## config.mk

```make
export PLATFORM = sky130hd
export DESIGN_NAME = fbd_drive_ctrl
export DESIGN_NICKNAME = d
export VERILOG_FILES = /design/src/design/fbd_pkg.sv /design/src/design/fbd_drive_ctrl.sv
export SDC_FILE = /design/constraint.sdc
export NUM_CORES = 2
export LEC_CHECK = 0
export BUFFER_PORTS_ARGS = -buffer_cell sky130_fd_sc_hd__buf_2
export CAP_MARGIN = 20
export CORE_MARGIN = 4
export CORE_UTILIZATION = 40
export DETAILED_ROUTE_END_ITERATION = 8
export SLEW_MARGIN = 40
export SYNTH_ARGS = -nofsm -noshare
export SYNTH_HDL_FRONTEND = slang
export SYNTH_SLANG_ARGS = --single-unit
```

## constraint.sdc

```tcl
create_clock -name clk_sys_in -period 110.6 [get_ports clk_sys_in]
set_input_delay 0 -clock clk_sys_in [delete_from_list [all_inputs] [get_ports clk_sys_in]]
set_output_delay 0 -clock clk_sys_in [all_outputs]
set_load 0.01 [all_outputs]
```

## src/design/fbd_pkg.sv

```systemverilog
package fbd_pkg;
  // ==========================================
  // timing
  localparam int unsigned CLK_HZ     = 10_000_000;
  localparam int unsigned SETTLE_MS  = 100;
  localparam int unsigned SETTLE_CYC = SETTLE_MS * (CLK_HZ / 1000);

  // ==========================================
  // command word values and bits
  localparam logic [15:0] CMD_SHUTDOWN = 16'h0006;
  localparam logic [15:0] CMD_SWITCH_ON = 16'h0007;
  localparam logic [15:0] CMD_ENABLE   = 16'h000F;
  localparam logic [15:0] CMD_RAMP_REL = 16'h002F;
  localparam logic [15:0] CMD_RUN      = 16'h006F;
  localparam int unsigned CMD_FLT_RST_BIT = 7;

  // ==========================================
  // setpoint scaling
  localparam logic [15:0] SP1_FULL  = 16'h4E20;
  localparam logic [15:0] SP2_FULL  = 16'h2710;
  localparam logic [31:0] PCT_FULL  = 32'h0000_2710;
  localparam logic [31:0] REL_FULL  = 32'h0000_03E8;
  localparam logic [15:0] SP_MAG_MAX = 16'h7FFF;

  // ==========================================
  // register byte offsets
  localparam logic [7:0] OFS_CMD     = 8'h00;
  localparam logic [7:0] OFS_STAT    = 8'h04;
  localparam logic [7:0] OFS_SP1     = 8'h08;
  localparam logic [7:0] OFS_SP2     = 8'h0C;
  localparam logic [7:0] OFS_SP1_LIM = 8'h10;
  localparam logic [7:0] OFS_SP2_LIM = 8'h14;
  localparam logic [7:0] OFS_FINAL   = 8'h18;
  localparam logic [7:0] OFS_CFG     = 8'h1C;
  localparam logic [7:0] OFS_REL_SPD = 8'h20;
  localparam logic [7:0] OFS_AI_WARN = 8'h24;
  localparam logic [7:0] OFS_AI_ALRM = 8'h28;
  localparam logic [7:0] OFS_AI_CFG  = 8'h2C;
  localparam logic [7:0] OFS_AI_OVR  = 8'h30;
  localparam logic [7:0] OFS_BI_CFG  = 8'h34;
  localparam logic [7:0] OFS_PT_STAT = 8'h38;
  localparam logic [7:0] OFS_AO      = 8'h3C;
  localparam logic [7:0] OFS_AO_OVR  = 8'h40;
  localparam logic [7:0] OFS_BO      = 8'h44;
  localparam logic [7:0] OFS_BO_OVR  = 8'h48;
  localparam logic [7:0] OFS_DEVTYPE = 8'h4C;
  localparam logic [7:0] OFS_REL_MAX = 8'h50;

  // ==========================================
  // reset values
  localparam logic [31:0] RST_LIM     = 32'h2710_D8F0;
  localparam logic [2:0]  RST_CFG     = 3'h3;
  localparam logic [31:0] RST_AI_WARN = 32'h2328_03E8;
  localparam logic [31:0] RST_AI_ALRM = 32'h2710_0000;
  localparam logic [31:0] RST_REL_MAX = 32'h05DC_01F4;

  // ==========================================
  // types
  typedef enum logic [2:0] {
    ST_NOT_RDY   = 3'h0,
    ST_RDY_ON    = 3'h1,
    ST_RDY_OP    = 3'h3,
    ST_OP_EN     = 3'h2,
    ST_ACC_EN    = 3'h6,
    ST_OPERATING = 3'h7,
    ST_FAULT     = 3'h5
  } fbd_state_t;

  typedef struct packed {
    logic signed [15:0] hi;
    logic signed [15:0] lo;
  } fbd_lim_t;

  typedef struct packed {
    logic hi_alarm;
    logic hi_warn;
    logic lo_warn;
    logic lo_alarm;
  } fbd_ai_flag_t;
endpackage

```

## src/design/fbd_drive_ctrl.sv

```systemverilog
// The address map and register access over Avalon-MM were left to the implementer.
`timescale 1ns/1ps
// Functional notes
// - reset enters not-ready-to-switch-on state
// - command 0006 gives ready-to-switch-on
// - command 0007 gives ready-to-operate
// - command 000F enables operation, holds speed
// - command 002F releases ramp generator output
// - command 006F runs, follows the setpoint
// - external fault reset acts like bus reset
// - primary setpoint 20000 is 100 percent
// - secondary setpoint 10000 is 100 percent
// - floor settings never change setpoint scaling
// - setpoints signed, direction settings gate sign
// - only analog/binary points, no internal values
// - analog alarms, warnings with hysteresis differential
// - binary normal state, alarm, change reporting
// - input point override accepted, ignored
// - output override overwrites, release keeps value
// - relative speed uses frequency or speed base
// - fixed three-character device type code
module fbd_drive_ctrl
  import fbd_pkg::*;
#(
  parameter int unsigned SETTLE_CYC_P = SETTLE_CYC,
  parameter logic [23:0] DEV_TYPE     = 24'h41_4141  // arbitrary code
) (
  input  wire logic               clk_sys_in,          // system clock
  input  wire logic               rst_n_in,            // sync reset, low
  input  wire logic [7:0]         avs_address_in,      // byte address
  input  wire logic               avs_read_in,         // read request
  input  wire logic               avs_write_in,        // write request
  input  wire logic [31:0]        avs_writedata_in,    // write data
  input  wire logic [3:0]         avs_byteenable_in,   // byte lanes
  output logic      [31:0]        avs_readdata_out,    // read data
  output logic                    avs_waitrequest_out, // stall
  input  wire logic               fault_in,            // drive fault
  input  wire logic               fault_reset_ext_in,  // other reset source
  input  wire logic signed [15:0] ai_value_in,         // analog point value
  input  wire logic               bi_value_in,         // binary point value
  input  wire logic [15:0]        freq_act_in,         // actual frequency
  input  wire logic [15:0]        speed_act_in,        // actual speed
  output fbd_state_t              state_out,           // control state
  output logic                    modulate_out,        // power stage on
  output logic                    ramp_release_out,    // ramp output free
  output logic                    ramp_follow_out,     // ramp tracks input
  output logic signed [15:0]      sp1_final_out,       // primary, 0.01 %
  output logic signed [15:0]      sp2_final_out,       // secondary, 0.01 %
  output logic [15:0]             ao_value_out,        // analog out point
  output logic                    bo_value_out         // binary out point
);

  // ==========================================
  // helpers
  function automatic logic [31:0] merge(input logic [31:0] old,
                                        input logic [31:0] wd,
                                        input logic [3:0]  be);
    logic [31:0] r;
    r = old;
    for (int i = 0; i < 4; i++) begin
      if (be[i]) r[8*i +: 8] = wd[8*i +: 8];
    end
    return r;
  endfunction
  // signed count to 0.01 % of full scale, negative mirrored
  function automatic logic signed [15:0] scale(input logic signed [15:0] sp,
                                               input logic [15:0]        full);
    logic [15:0] mag;
    logic [31:0] q;
    mag = sp[15] ? 16'(-sp) : 16'(sp);
    if (mag > SP_MAG_MAX) mag = SP_MAG_MAX;
    q = ({16'h0000, mag} * PCT_FULL) / {16'h0000, full};
    return sp[15] ? $signed(-q[15:0]) : $signed(q[15:0]);
  endfunction
  // direction gate then limit clamp
  function automatic logic signed [15:0] bound(input logic signed [15:0] s,
                                               input fbd_lim_t           lim,
                                               input logic               fwd,
                                               input logic               rev);
    logic signed [15:0] v;
    v = s;
    if ((!fwd && v > 0) || (!rev && v < 0)) v = '0;
    if (v > lim.hi) v = lim.hi;
    if (v < lim.lo) v = lim.lo;
    return v;
  endfunction
  // threshold with hysteresis band
  function automatic logic hyst(input logic               cur,
                                input logic signed [15:0] v,
                                input logic signed [15:0] lim,
                                input logic [15:0]        d,
                                input logic               up);
    logic signed [17:0] vv;
    logic signed [17:0] th;
    logic signed [17:0] dd;
    vv = 18'(v);
    th = 18'(lim);
    dd = $signed({2'b00, d});
    if (up) begin
      return cur ? (vv >= th - dd) : (vv > th);
    end
    return cur ? (vv <= th + dd) : (vv < th);
  endfunction

  // ==========================================
  // registers
  logic               ack_r;
  logic [31:0]        rdata_r;
  logic [31:0]        rd_nxt;
  logic               wr_fire;
  logic [31:0]        wd;
  logic [15:0]        cmd_r;
  logic               flt_rst_bit_r;
  logic               ext_rst_r;
  logic               flt_rst;
  fbd_state_t         state_r;
  fbd_state_t         state_nxt;
  logic [23:0]        settle_cnt_r;
  logic               settle_done_r;
  logic signed [15:0] sp1_r;
  logic signed [15:0] sp2_r;
  fbd_lim_t           sp1_lim_r;
  fbd_lim_t           sp2_lim_r;
  logic [2:0]         cfg_r;
  logic [31:0]        rel_max_r;
  logic [15:0]        rel_spd_r;
  logic [31:0]        rel_num;
  logic [15:0]        rel_den;
  fbd_lim_t           ai_warn_r;
  fbd_lim_t           ai_alrm_r;
  logic [18:0]        ai_cfg_r;
  fbd_ai_flag_t       ai_raw_r;
  fbd_ai_flag_t       ai_flag;
  fbd_ai_flag_t       ai_flag_d_r;
  logic [2:0]         bi_cfg_r;
  logic               bi_d_r;
  logic               bi_alarm;
  logic               ai_cos_r;
  logic               bi_cos_r;
  logic [15:0]        ao_r;
  logic               bo_r;

  // ==========================================
  // avalon slave: one wait cycle, then answer
  assign avs_waitrequest_out = (avs_read_in | avs_write_in) & ~ack_r;
  assign avs_readdata_out    = rdata_r;
  assign wr_fire             = avs_write_in & ack_r;
  assign wd                  = avs_writedata_in;

  always_ff @(posedge clk_sys_in) begin
    if (!rst_n_in) begin
      ack_r <= 1'b0;
    end else begin
      ack_r <= (avs_read_in | avs_write_in) & ~ack_r;
    end
  end

  always_comb begin
    rd_nxt = '0;
    case (avs_address_in)
      OFS_CMD:     rd_nxt = {16'h0000, cmd_r};
      OFS_STAT:    rd_nxt = {24'h00_0000, settle_done_r, ramp_follow_out,
                             ramp_release_out, modulate_out,
                             state_r == ST_FAULT, state_r};
      OFS_SP1:     rd_nxt = {16'h0000, sp1_r};
      OFS_SP2:     rd_nxt = {16'h0000, sp2_r};
      OFS_SP1_LIM: rd_nxt = sp1_lim_r;
      OFS_SP2_LIM: rd_nxt = sp2_lim_r;
      OFS_FINAL:   rd_nxt = {sp2_final_out, sp1_final_out};
      OFS_CFG:     rd_nxt = {29'h0000_0000, cfg_r};
      OFS_REL_SPD: rd_nxt = {16'h0000, rel_spd_r};
      OFS_AI_WARN: rd_nxt = ai_warn_r;
      OFS_AI_ALRM: rd_nxt = ai_alrm_r;
      OFS_AI_CFG:  rd_nxt = {13'h0000, ai_cfg_r};
      OFS_BI_CFG:  rd_nxt = {29'h0000_0000, bi_cfg_r};
      OFS_PT_STAT: rd_nxt = {25'h000_0000, bi_cos_r, ai_cos_r, bi_alarm,
                             ai_flag};
      OFS_AO:      rd_nxt = {16'h0000, ao_r};
      OFS_BO:      rd_nxt = {31'h0000_0000, bo_r};
      OFS_DEVTYPE: rd_nxt = {8'h00, DEV_TYPE};
      OFS_REL_MAX: rd_nxt = rel_max_r;
      default:     rd_nxt = '0;
    endcase
  end

  always_ff @(posedge clk_sys_in) begin
    if (!rst_n_in) begin
      rdata_r <= '0;
    end else if (avs_read_in && !ack_r) begin
      rdata_r <= rd_nxt;
    end
  end

  // ==========================================
  // command word and fault reset sources
  always_ff @(posedge clk_sys_in) begin
    if (!rst_n_in) begin
      cmd_r <= '0;
    end else if (wr_fire && avs_address_in == OFS_CMD) begin
      cmd_r <= 16'(merge({16'h0000, cmd_r}, wd, avs_byteenable_in));
    end
  end

  always_ff @(posedge clk_sys_in) begin
    if (!rst_n_in) begin
      flt_rst_bit_r <= 1'b0;
      ext_rst_r     <= 1'b0;
    end else begin
      flt_rst_bit_r <= cmd_r[CMD_FLT_RST_BIT];
      ext_rst_r     <= fault_reset_ext_in;
    end
  end
  assign flt_rst = (cmd_r[CMD_FLT_RST_BIT] & ~flt_rst_bit_r)
                 | (fault_reset_ext_in & ~ext_rst_r);

  // ==========================================
  // control state machine
  always_comb begin
    state_nxt = state_r;
    case (state_r)
      ST_FAULT:     if (flt_rst) state_nxt = ST_NOT_RDY;
      ST_NOT_RDY:   if (cmd_r == CMD_SHUTDOWN) state_nxt = ST_RDY_ON;
      ST_RDY_ON:    if (cmd_r == CMD_SWITCH_ON) state_nxt = ST_RDY_OP;
      ST_RDY_OP:    if (cmd_r == CMD_ENABLE) state_nxt = ST_OP_EN;
      ST_OP_EN:     if (cmd_r == CMD_RAMP_REL) state_nxt = ST_ACC_EN;
      ST_ACC_EN:    if (cmd_r == CMD_RUN) state_nxt = ST_OPERATING;
      ST_OPERATING: state_nxt = ST_OPERATING;
      default:      state_nxt = ST_NOT_RDY;
    endcase
    // shutdown word drops any running state back to ready-on
    if (state_r != ST_FAULT && state_r != ST_NOT_RDY &&
        cmd_r == CMD_SHUTDOWN) begin
      state_nxt = ST_RDY_ON;
    end
    if (fault_in) state_nxt = ST_FAULT;
  end
  always_ff @(posedge clk_sys_in) begin
    if (!rst_n_in) begin
      state_r <= ST_NOT_RDY;
    end else begin
      state_r <= state_nxt;
    end
  end
  assign state_out        = state_r;
  assign modulate_out     = state_r == ST_OP_EN || state_r == ST_ACC_EN ||
                            state_r == ST_OPERATING;
  assign ramp_release_out = state_r == ST_ACC_EN ||
                            state_r == ST_OPERATING;
  assign ramp_follow_out  = state_r == ST_OPERATING;

  // settle time after ready-on, reported only
  always_ff @(posedge clk_sys_in) begin
    if (!rst_n_in || state_r != ST_RDY_ON) begin
      settle_cnt_r  <= '0;
      settle_done_r <= 1'b0;
    end else if (settle_cnt_r >= 24'(SETTLE_CYC_P - 1)) begin
      settle_done_r <= 1'b1;
    end else begin
      settle_cnt_r <= settle_cnt_r + 24'h00_0001;
    end
  end

  // ==========================================
  // setpoints: scale, direction, clamp
  always_ff @(posedge clk_sys_in) begin
    if (!rst_n_in) begin
      sp1_r     <= '0;
      sp2_r     <= '0;
      sp1_lim_r <= RST_LIM;
      sp2_lim_r <= RST_LIM;
      cfg_r     <= RST_CFG;
      rel_max_r <= RST_REL_MAX;
    end else if (wr_fire) begin
      case (avs_address_in)
        OFS_SP1:     sp1_r     <= 16'(merge(32'(sp1_r), wd, avs_byteenable_in));
        OFS_SP2:     sp2_r     <= 16'(merge(32'(sp2_r), wd, avs_byteenable_in));
        OFS_SP1_LIM: sp1_lim_r <= merge(sp1_lim_r, wd, avs_byteenable_in);
        OFS_SP2_LIM: sp2_lim_r <= merge(sp2_lim_r, wd, avs_byteenable_in);
        OFS_CFG:     cfg_r     <= wd[2:0];
        OFS_REL_MAX: rel_max_r <= merge(rel_max_r, wd, avs_byteenable_in);
        default:     cfg_r     <= cfg_r;
      endcase
    end
  end

  // floors enter only the clamp, never the scale
  always_ff @(posedge clk_sys_in) begin
    if (!rst_n_in) begin
      sp1_final_out <= '0;
      sp2_final_out <= '0;
    end else begin
      sp1_final_out <= bound(scale(sp1_r, SP1_FULL), sp1_lim_r,
                             cfg_r[0], cfg_r[1]);
      sp2_final_out <= bound(scale(sp2_r, SP2_FULL), sp2_lim_r,
                             cfg_r[0], cfg_r[1]);
    end
  end

  // ==========================================
  // relative speed point, 0.1 % units
  assign rel_num = cfg_r[2] ? {16'h0000, speed_act_in} : {16'h0000, freq_act_in};
  assign rel_den = cfg_r[2] ? rel_max_r[31:16] : rel_max_r[15:0];

  always_ff @(posedge clk_sys_in) begin
    if (!rst_n_in || rel_den == 16'h0000) begin
      rel_spd_r <= '0;
    end else begin
      rel_spd_r <= 16'((rel_num * REL_FULL) / {16'h0000, rel_den});
    end
  end
  // ==========================================
  // input points; override writes land nowhere
  always_ff @(posedge clk_sys_in) begin
    if (!rst_n_in) begin
      ai_warn_r <= RST_AI_WARN;
      ai_alrm_r <= RST_AI_ALRM;
      ai_cfg_r  <= '0;
      bi_cfg_r  <= '0;
    end else if (wr_fire) begin
      case (avs_address_in)
        OFS_AI_WARN: ai_warn_r <= merge(ai_warn_r, wd, avs_byteenable_in);
        OFS_AI_ALRM: ai_alrm_r <= merge(ai_alrm_r, wd, avs_byteenable_in);
        OFS_AI_CFG:  ai_cfg_r  <= wd[18:0];
        OFS_BI_CFG:  bi_cfg_r  <= wd[2:0];
        OFS_AI_OVR:  bi_cfg_r  <= bi_cfg_r;
        default:     bi_cfg_r  <= bi_cfg_r;
      endcase
    end
  end

  always_ff @(posedge clk_sys_in) begin
    if (!rst_n_in) begin
      ai_raw_r <= '0;
    end else begin
      ai_raw_r.hi_alarm <= hyst(ai_raw_r.hi_alarm, ai_value_in, ai_alrm_r.hi,
                                ai_cfg_r[15:0], 1'b1);
      ai_raw_r.hi_warn  <= hyst(ai_raw_r.hi_warn, ai_value_in, ai_warn_r.hi,
                                ai_cfg_r[15:0], 1'b1);
      ai_raw_r.lo_warn  <= hyst(ai_raw_r.lo_warn, ai_value_in, ai_warn_r.lo,
                                ai_cfg_r[15:0], 1'b0);
      ai_raw_r.lo_alarm <= hyst(ai_raw_r.lo_alarm, ai_value_in, ai_alrm_r.lo,
                                ai_cfg_r[15:0], 1'b0);
    end
  end

  always_comb begin
    ai_flag          = ai_raw_r;
    ai_flag.hi_alarm = ai_raw_r.hi_alarm & ai_cfg_r[16];
    ai_flag.lo_alarm = ai_raw_r.lo_alarm & ai_cfg_r[16];
    ai_flag.hi_warn  = ai_raw_r.hi_warn & ai_cfg_r[17];
    ai_flag.lo_warn  = ai_raw_r.lo_warn & ai_cfg_r[17];
  end

  assign bi_alarm = bi_cfg_r[1] & (bi_value_in != bi_cfg_r[0]);

  // change events are sticky, write one to clear, set wins
  always_ff @(posedge clk_sys_in) begin
    if (!rst_n_in) begin
      ai_flag_d_r <= '0;
      bi_d_r      <= 1'b0;
      ai_cos_r    <= 1'b0;
      bi_cos_r    <= 1'b0;
    end else begin
      ai_flag_d_r <= ai_flag;
      bi_d_r      <= bi_value_in;
      if (ai_cfg_r[18] && ai_flag != ai_flag_d_r) begin
        ai_cos_r <= 1'b1;
      end else if (wr_fire && avs_address_in == OFS_PT_STAT && wd[5]) begin
        ai_cos_r <= 1'b0;
      end
      if (bi_cfg_r[2] && bi_value_in != bi_d_r) begin
        bi_cos_r <= 1'b1;
      end else if (wr_fire && avs_address_in == OFS_PT_STAT && wd[6]) begin
        bi_cos_r <= 1'b0;
      end
    end
  end

  // ==========================================
  // output points; override replaces value for good
  always_ff @(posedge clk_sys_in) begin
    if (!rst_n_in) begin
      ao_r <= '0;
      bo_r <= 1'b0;
    end else if (wr_fire) begin
      case (avs_address_in)
        OFS_AO, OFS_AO_OVR: ao_r <= 16'(merge({16'h0000, ao_r}, wd, avs_byteenable_in));
        OFS_BO, OFS_BO_OVR: bo_r <= wd[0];
        default:            bo_r <= bo_r;
      endcase
    end
  end

  assign ao_value_out = ao_r;
  assign bo_value_out = bo_r;

endmodule

```

==> After elaboration in Yosys (flattened, before gate mapping) <==
Cells that the tools add are included.
{ "totals": {"regBits": 372, "latchBits": 0, "mem_bits_rw": 0, "input_bits": 99, "out_inout_bits": 88, "memories": 0, "rom_bits": 0} }
{ "op_classes": {"n_eq_ne": 47, "n_mul": 3, "add_sub_neg": 11, "n_mux": 43, "n_div": 3, "reduce_logical": 67, "magnitude_cmp": 23, "n_shift": 0, "bitwise": 15} }
{ "op_table": {"columns": ["operator", "count"], "rows": [
  ["$pmux 32 s18", 1],
  ["$mux 16", 20],
  ["$lt 16x16->1", 6],
  ["$reduce_and 3->1", 26],
  ["$add 16x17->18", 4],
  ["$le 16x18->1", 4],
  ["$gt 16x16->1", 4],
  ["$neg 16->16", 4],
  ["$eq 8x6->1 const B", 7],
  ["$mul 16x10->26 const B", 2],
  ["$eq 8x7->1 const B", 5],
  ["$ge 16x18->1", 2],
  ["$sub 16x17->18", 2],
  ["$div 30x14->32 const B", 1],
  ["$div 30x15->32 const B", 1],
  ["$div 32x16->32", 1],
  ["$eq 16x3->1 const B", 2],
  ["$eq 8x5->1 const B", 4],
  ["$gt 16x1->1 const B", 2],
  ["$gt 16x15->1 const B", 2],
  ["$lt 16x1->1 const B", 2],
  ["$add 24x1->24 const B", 1],
  ["$ge 24x20->1 const B", 1],
  ["$mux 3", 8],
  ["33 further kinds", 100]
]} }

==> Depth between registers and ports, before layout <==
{ "logic_depth": {"depth_word": 19, "depth_mapped": 544, "ltp_nobuf": 501} }

==> Worst setup path before layout <==
Ideal clock, no wire load.
{ "synth_path": {"kind": "register to register", "from": "reg cfg_r[2]", "to": "reg rel_spd_r[0]", "slack_ns": 3.123, "stages_incl_launch_ff": 531, "t_arrival_ns": 107.326, "required_time_ns": 110.449, "path_cell_list": "dfxtp_1 -> buf_2 -> buf_2 -> buf_1 -> mux2i_1 -> ha_1 -> o21a_1 -> o21a_1 -> o21ai_1 -> mux2_2 -> nor2b_1 -> ha_1 -> o21a_1 -> o21a_1 -> or4_1 -> a21oi_1 -> ha_1 -> o21a_1 -> [495 not listed] -> nor4bb_1 -> clkbuf_1 -> clkbuf_1 -> nand2_1 -> o21ai_0 -> ha_1 -> a21oi_1 -> nor2b_1 -> o21ai_0 -> nand2b_1 -> a21oi_1 -> nor2b_1 -> o21ai_0 -> nand2b_1 -> a2111oi_0 -> o2111ai_1 -> a21oi_1 -> a31oi_1"} }
{ "synth_between": {"elab_chain_cells": 3, "word_cells_on_any_way": 6, "classes_between": "1 x mul; 1 x div; 2 x mux; 2 x reduce/logical"} }
{ "synth_lines": {"columns": ["item", "line", "rtl"], "rows": [
  ["start, declared", "fbd_drive_ctrl.sv:124", "logic [2:0] cfg_r;"],
  ["start signal, assigned", "fbd_drive_ctrl.sv:279", "OFS_CFG: cfg_r <= wd[2:0];"],
  ["start signal, assigned", "fbd_drive_ctrl.sv:281", "default: cfg_r <= cfg_r;"],
  ["$mux 16, on equally long branches", "fbd_drive_ctrl.sv:301, fbd_drive_ctrl.sv:302", null],
  ["$mul 16x7->23 / $logic_not 16->1 (equally long branches)", "fbd_drive_ctrl.sv:308, fbd_drive_ctrl.sv:305", null],
  ["$div 32x16->32 / $logic_or 1x1->1 (equally long branches)", "fbd_drive_ctrl.sv:308, fbd_drive_ctrl.sv:305", null],
  ["end signal, assigned", "fbd_drive_ctrl.sv:308", "rel_spd_r <= 16'((rel_num * REL_FULL) / {16'h0000, rel_den});"],
  ["end, declared", "fbd_drive_ctrl.sv:126", "logic [15:0] rel_spd_r;"]
]} }
Several ways; a longest one is shown, not always the timed one.
A chain may end at the register's enable or synchronous reset.

==> Final worst setup path <==
Ends and elaborated chain as after synthesis.

==> run metrics <==
DIE AREA=0.187 mm^2; DRT Pass-1 Iters=9; maxcap violations=0; detailed placement HPWL=221000 um; skew final=31.9 ps; initial antenna violation count=9; IO Port Bufs=186; critical path's largest stage delay=700 ps; Main synth FF type=dfxtp_1; Req. time, crit path=111050 ps; Starting Density=0.403; GPL Wtd Cong=1.02; Vias=76500; clk_lat worst skew=600 ps; Ports=187; vias per cell=6.21; Overflow after GRT=0; post-synthesis register bit count=372; DRC viols=0; Crit Path Max Fanout=37; clock-pin slew on the worst setup and hold paths=60 ps; post-DR wirelength/cell=22.4 um; final setup margin=7040 ps; largest net degree at the start of global routing=170; Die Height=432 um; Slew HR=0.272; final WL=275000 um; Clock Path Buffers=3; synth warn=0; TNS Setup=0 ps; total core area=0.179 mm^2; most used cell, CP=o21a_1; fraction of the yosys area taken by sequential cells=0.104; root buffer cell=clkbuf_16; Final Max Slew Viols=0; Iter 0 DRT Violations=6843; dpl ws=2960 ps; Non-Filler Instances=12300; worst setup path category=reg2reg; ys async rst share=0; Slowest cell on crit path=nor3_1; outcome=finished clean; clock sink count=372; fmax=9.66 MHz; fin crit share=0.936; via count of the first global-routing pass=71700; nature of the critical path startpoint=flip-flop; Post-synth EDFFs=0; layout cell share with drive strength beyond 1=0.0969; Arr. time, crit path=104010 ps; # H-tree levels=2; Syn-to-layout area delta=8.45%; final setup fails=0; Final Instance Area=0.0780 mm^2; area post-placement=0.0755 mm^2; Netlist Area Pre-Place=0.0719 mm^2; fin nets=11000; CTS tree=built; hold crit path type=in2reg; Syn Inst Count=9849; Final min period=103560 ps; first-pass GRT wire length=423000 um; endpoint class of the critical path=flip-flop; post-synth cell types=163; Die W=432 um; Routed Antenna Nets=0; Slew @ Worst Pin=1080 ps; Hold Vio Cnt, Final=0; GRT Total Usage=0.281; num rows=155; syn avg cell area=7.30 um^2; Inst Count DP=12200; CTS Buf Count=43
critical path, delay by kind of cell, from the launching register on:
| kind | cells | cell delay [ps] |
|---|---|---|
| mux | 10 | 3130 |
| simple gates | 74 | 14430 |
| fa+ha+maj | 30 | 8950 |
| flops | 1 | 420 |
| buf+inv | 22 | 4860 |
| compound gates | 370 | 71340 |
final cells by class:
class                      instances  area (um^2)
inverter                         641         2420
fill                           18200       101000
clock inverter                    20          304
multi-input combinational       8512        61400
timing repair buffer             347         2320
tap                             2355         2950
antenna                            5         12.5
clock buffer                      56         1180
sequential                       372         7450
path summary, 6_finish.rpt:
kind                                       from                               end  slack (ps)  cells past startpoint
hold reg to reg   settle_cnt_r[23]$_SDFFE_PP0N_     settle_cnt_r[23]$_SDFFE_PP0N_         430                      2
hold / removal                avs_address_in[2]  avs_readdata_out[0]$_SDFFE_PN0P_          60                      5
setup / recovery          cfg_r[2]$_SDFFE_PN0P_           rel_spd_r[0]$_SDFF_PP0_        7040                    506
setup reg to reg          cfg_r[2]$_SDFFE_PN0P_           rel_spd_r[0]$_SDFF_PP0_        7040                    506
routing by layer:
| layer | global-route usage | up-vias | wire, um |
|---|---|---|---|
| li1 | - | 36600 | - |
| met1 | 0.371 | 36400 | 120000 |
| met2 | 0.462 | 2914 | 123000 |
| met3 | 0.0318 | 520 | 18600 |
| met4 | 0.120 | 4 | 13700 |
| met5 | 0 | - | 50 |
synthesized netlist by cell type, drive strengths merged, types with 86 or more instances:
library cell,instances,share of area
nor3,519,0.037
nand2,1111,0.058
a21o,139,0.015
a31oi,128,0.012
nor2b,89,0.0077
and3,97,0.0084
a21oi,717,0.051
mux2i,149,0.021
nor2,785,0.041
nand4,124,0.011
ha,864,0.15
nand2b,107,0.0093
a211oi,88,0.011
o31ai,227,0.024
nand3,264,0.019
fa,129,0.036
xnor2,409,0.051
buf,130,0.010
dfxtp,372,0.10
o211ai,121,0.013
nor4,86,0.0092
mux2,140,0.022
clkbuf,210,0.011
o21ai,452,0.033
xor2,156,0.020
inv,639,0.033
o21a,410,0.043
or2,100,0.0087
state kept, by name (all words and copies together), names as in the netlist, 19 cells and up:
signal / cells
rel_max_r: 32
ai_warn_r: 32
settle_cnt_r: 24
avs_readdata_out: 32
ai_alrm_r: 32
ai_cfg_r: 19
sp1_lim_r: 32
sp2_lim_r: 32
cell families (layout without fill, tap and decap cells):
group                    count (synthesis)  after routing  share of synthesized area
AND/OR/NAND/NOR                       3628           3629                      0.246
AO/OA/AOI/OAI                         3007           3009                      0.294
adder cells (fa/ha/maj)               1003           1003                      0.188
buffers and inverters                  982           1064                     0.0547
XOR/XNOR                               566            566                     0.0708
flip-flops                             372            372                      0.104
multiplexers                           289            289                     0.0430
other                                    2             21                   0.000104
cells in the final DEF (no fill, tap or decap), types with 107 or more instances in the layout:
master / n
a21o_1: 138
a21oi_1: 697
a31oi_1: 121
buf_2: 188
buf_4: 107
dfxtp_1: 370
fa_1: 129
ha_1: 864
inv_1: 634
mux2_2: 135
mux2i_1: 125
nand2_1: 1105
nand3_1: 258
nand4_1: 121
nor2_1: 762
nor3_1: 500
o211ai_1: 115
o21a_1: 407
o21ai_0: 352
o31ai_1: 215
xnor2_1: 394
xor2_1: 147
timing repair:
item,4_1_cts,5_1_grt
setup endpoints to repair,0,2
endpoints found under the hold margin,257,0
hold buffers,38,0
setup buffers,0,24
resized for setup,0,57
through the flow:
stage	utilization	hold slack (ps)
after floorplan	-	122
after global placement	0.422	261
after detailed placement	0.423	263
after CTS	0.433	24.0
after global routing	0.437	94.0
final	0.437	55.5
Power is left out: the tool's default activity adds up to more than one toggle a clock period on the data nets, which glitch-free logic cannot reach.
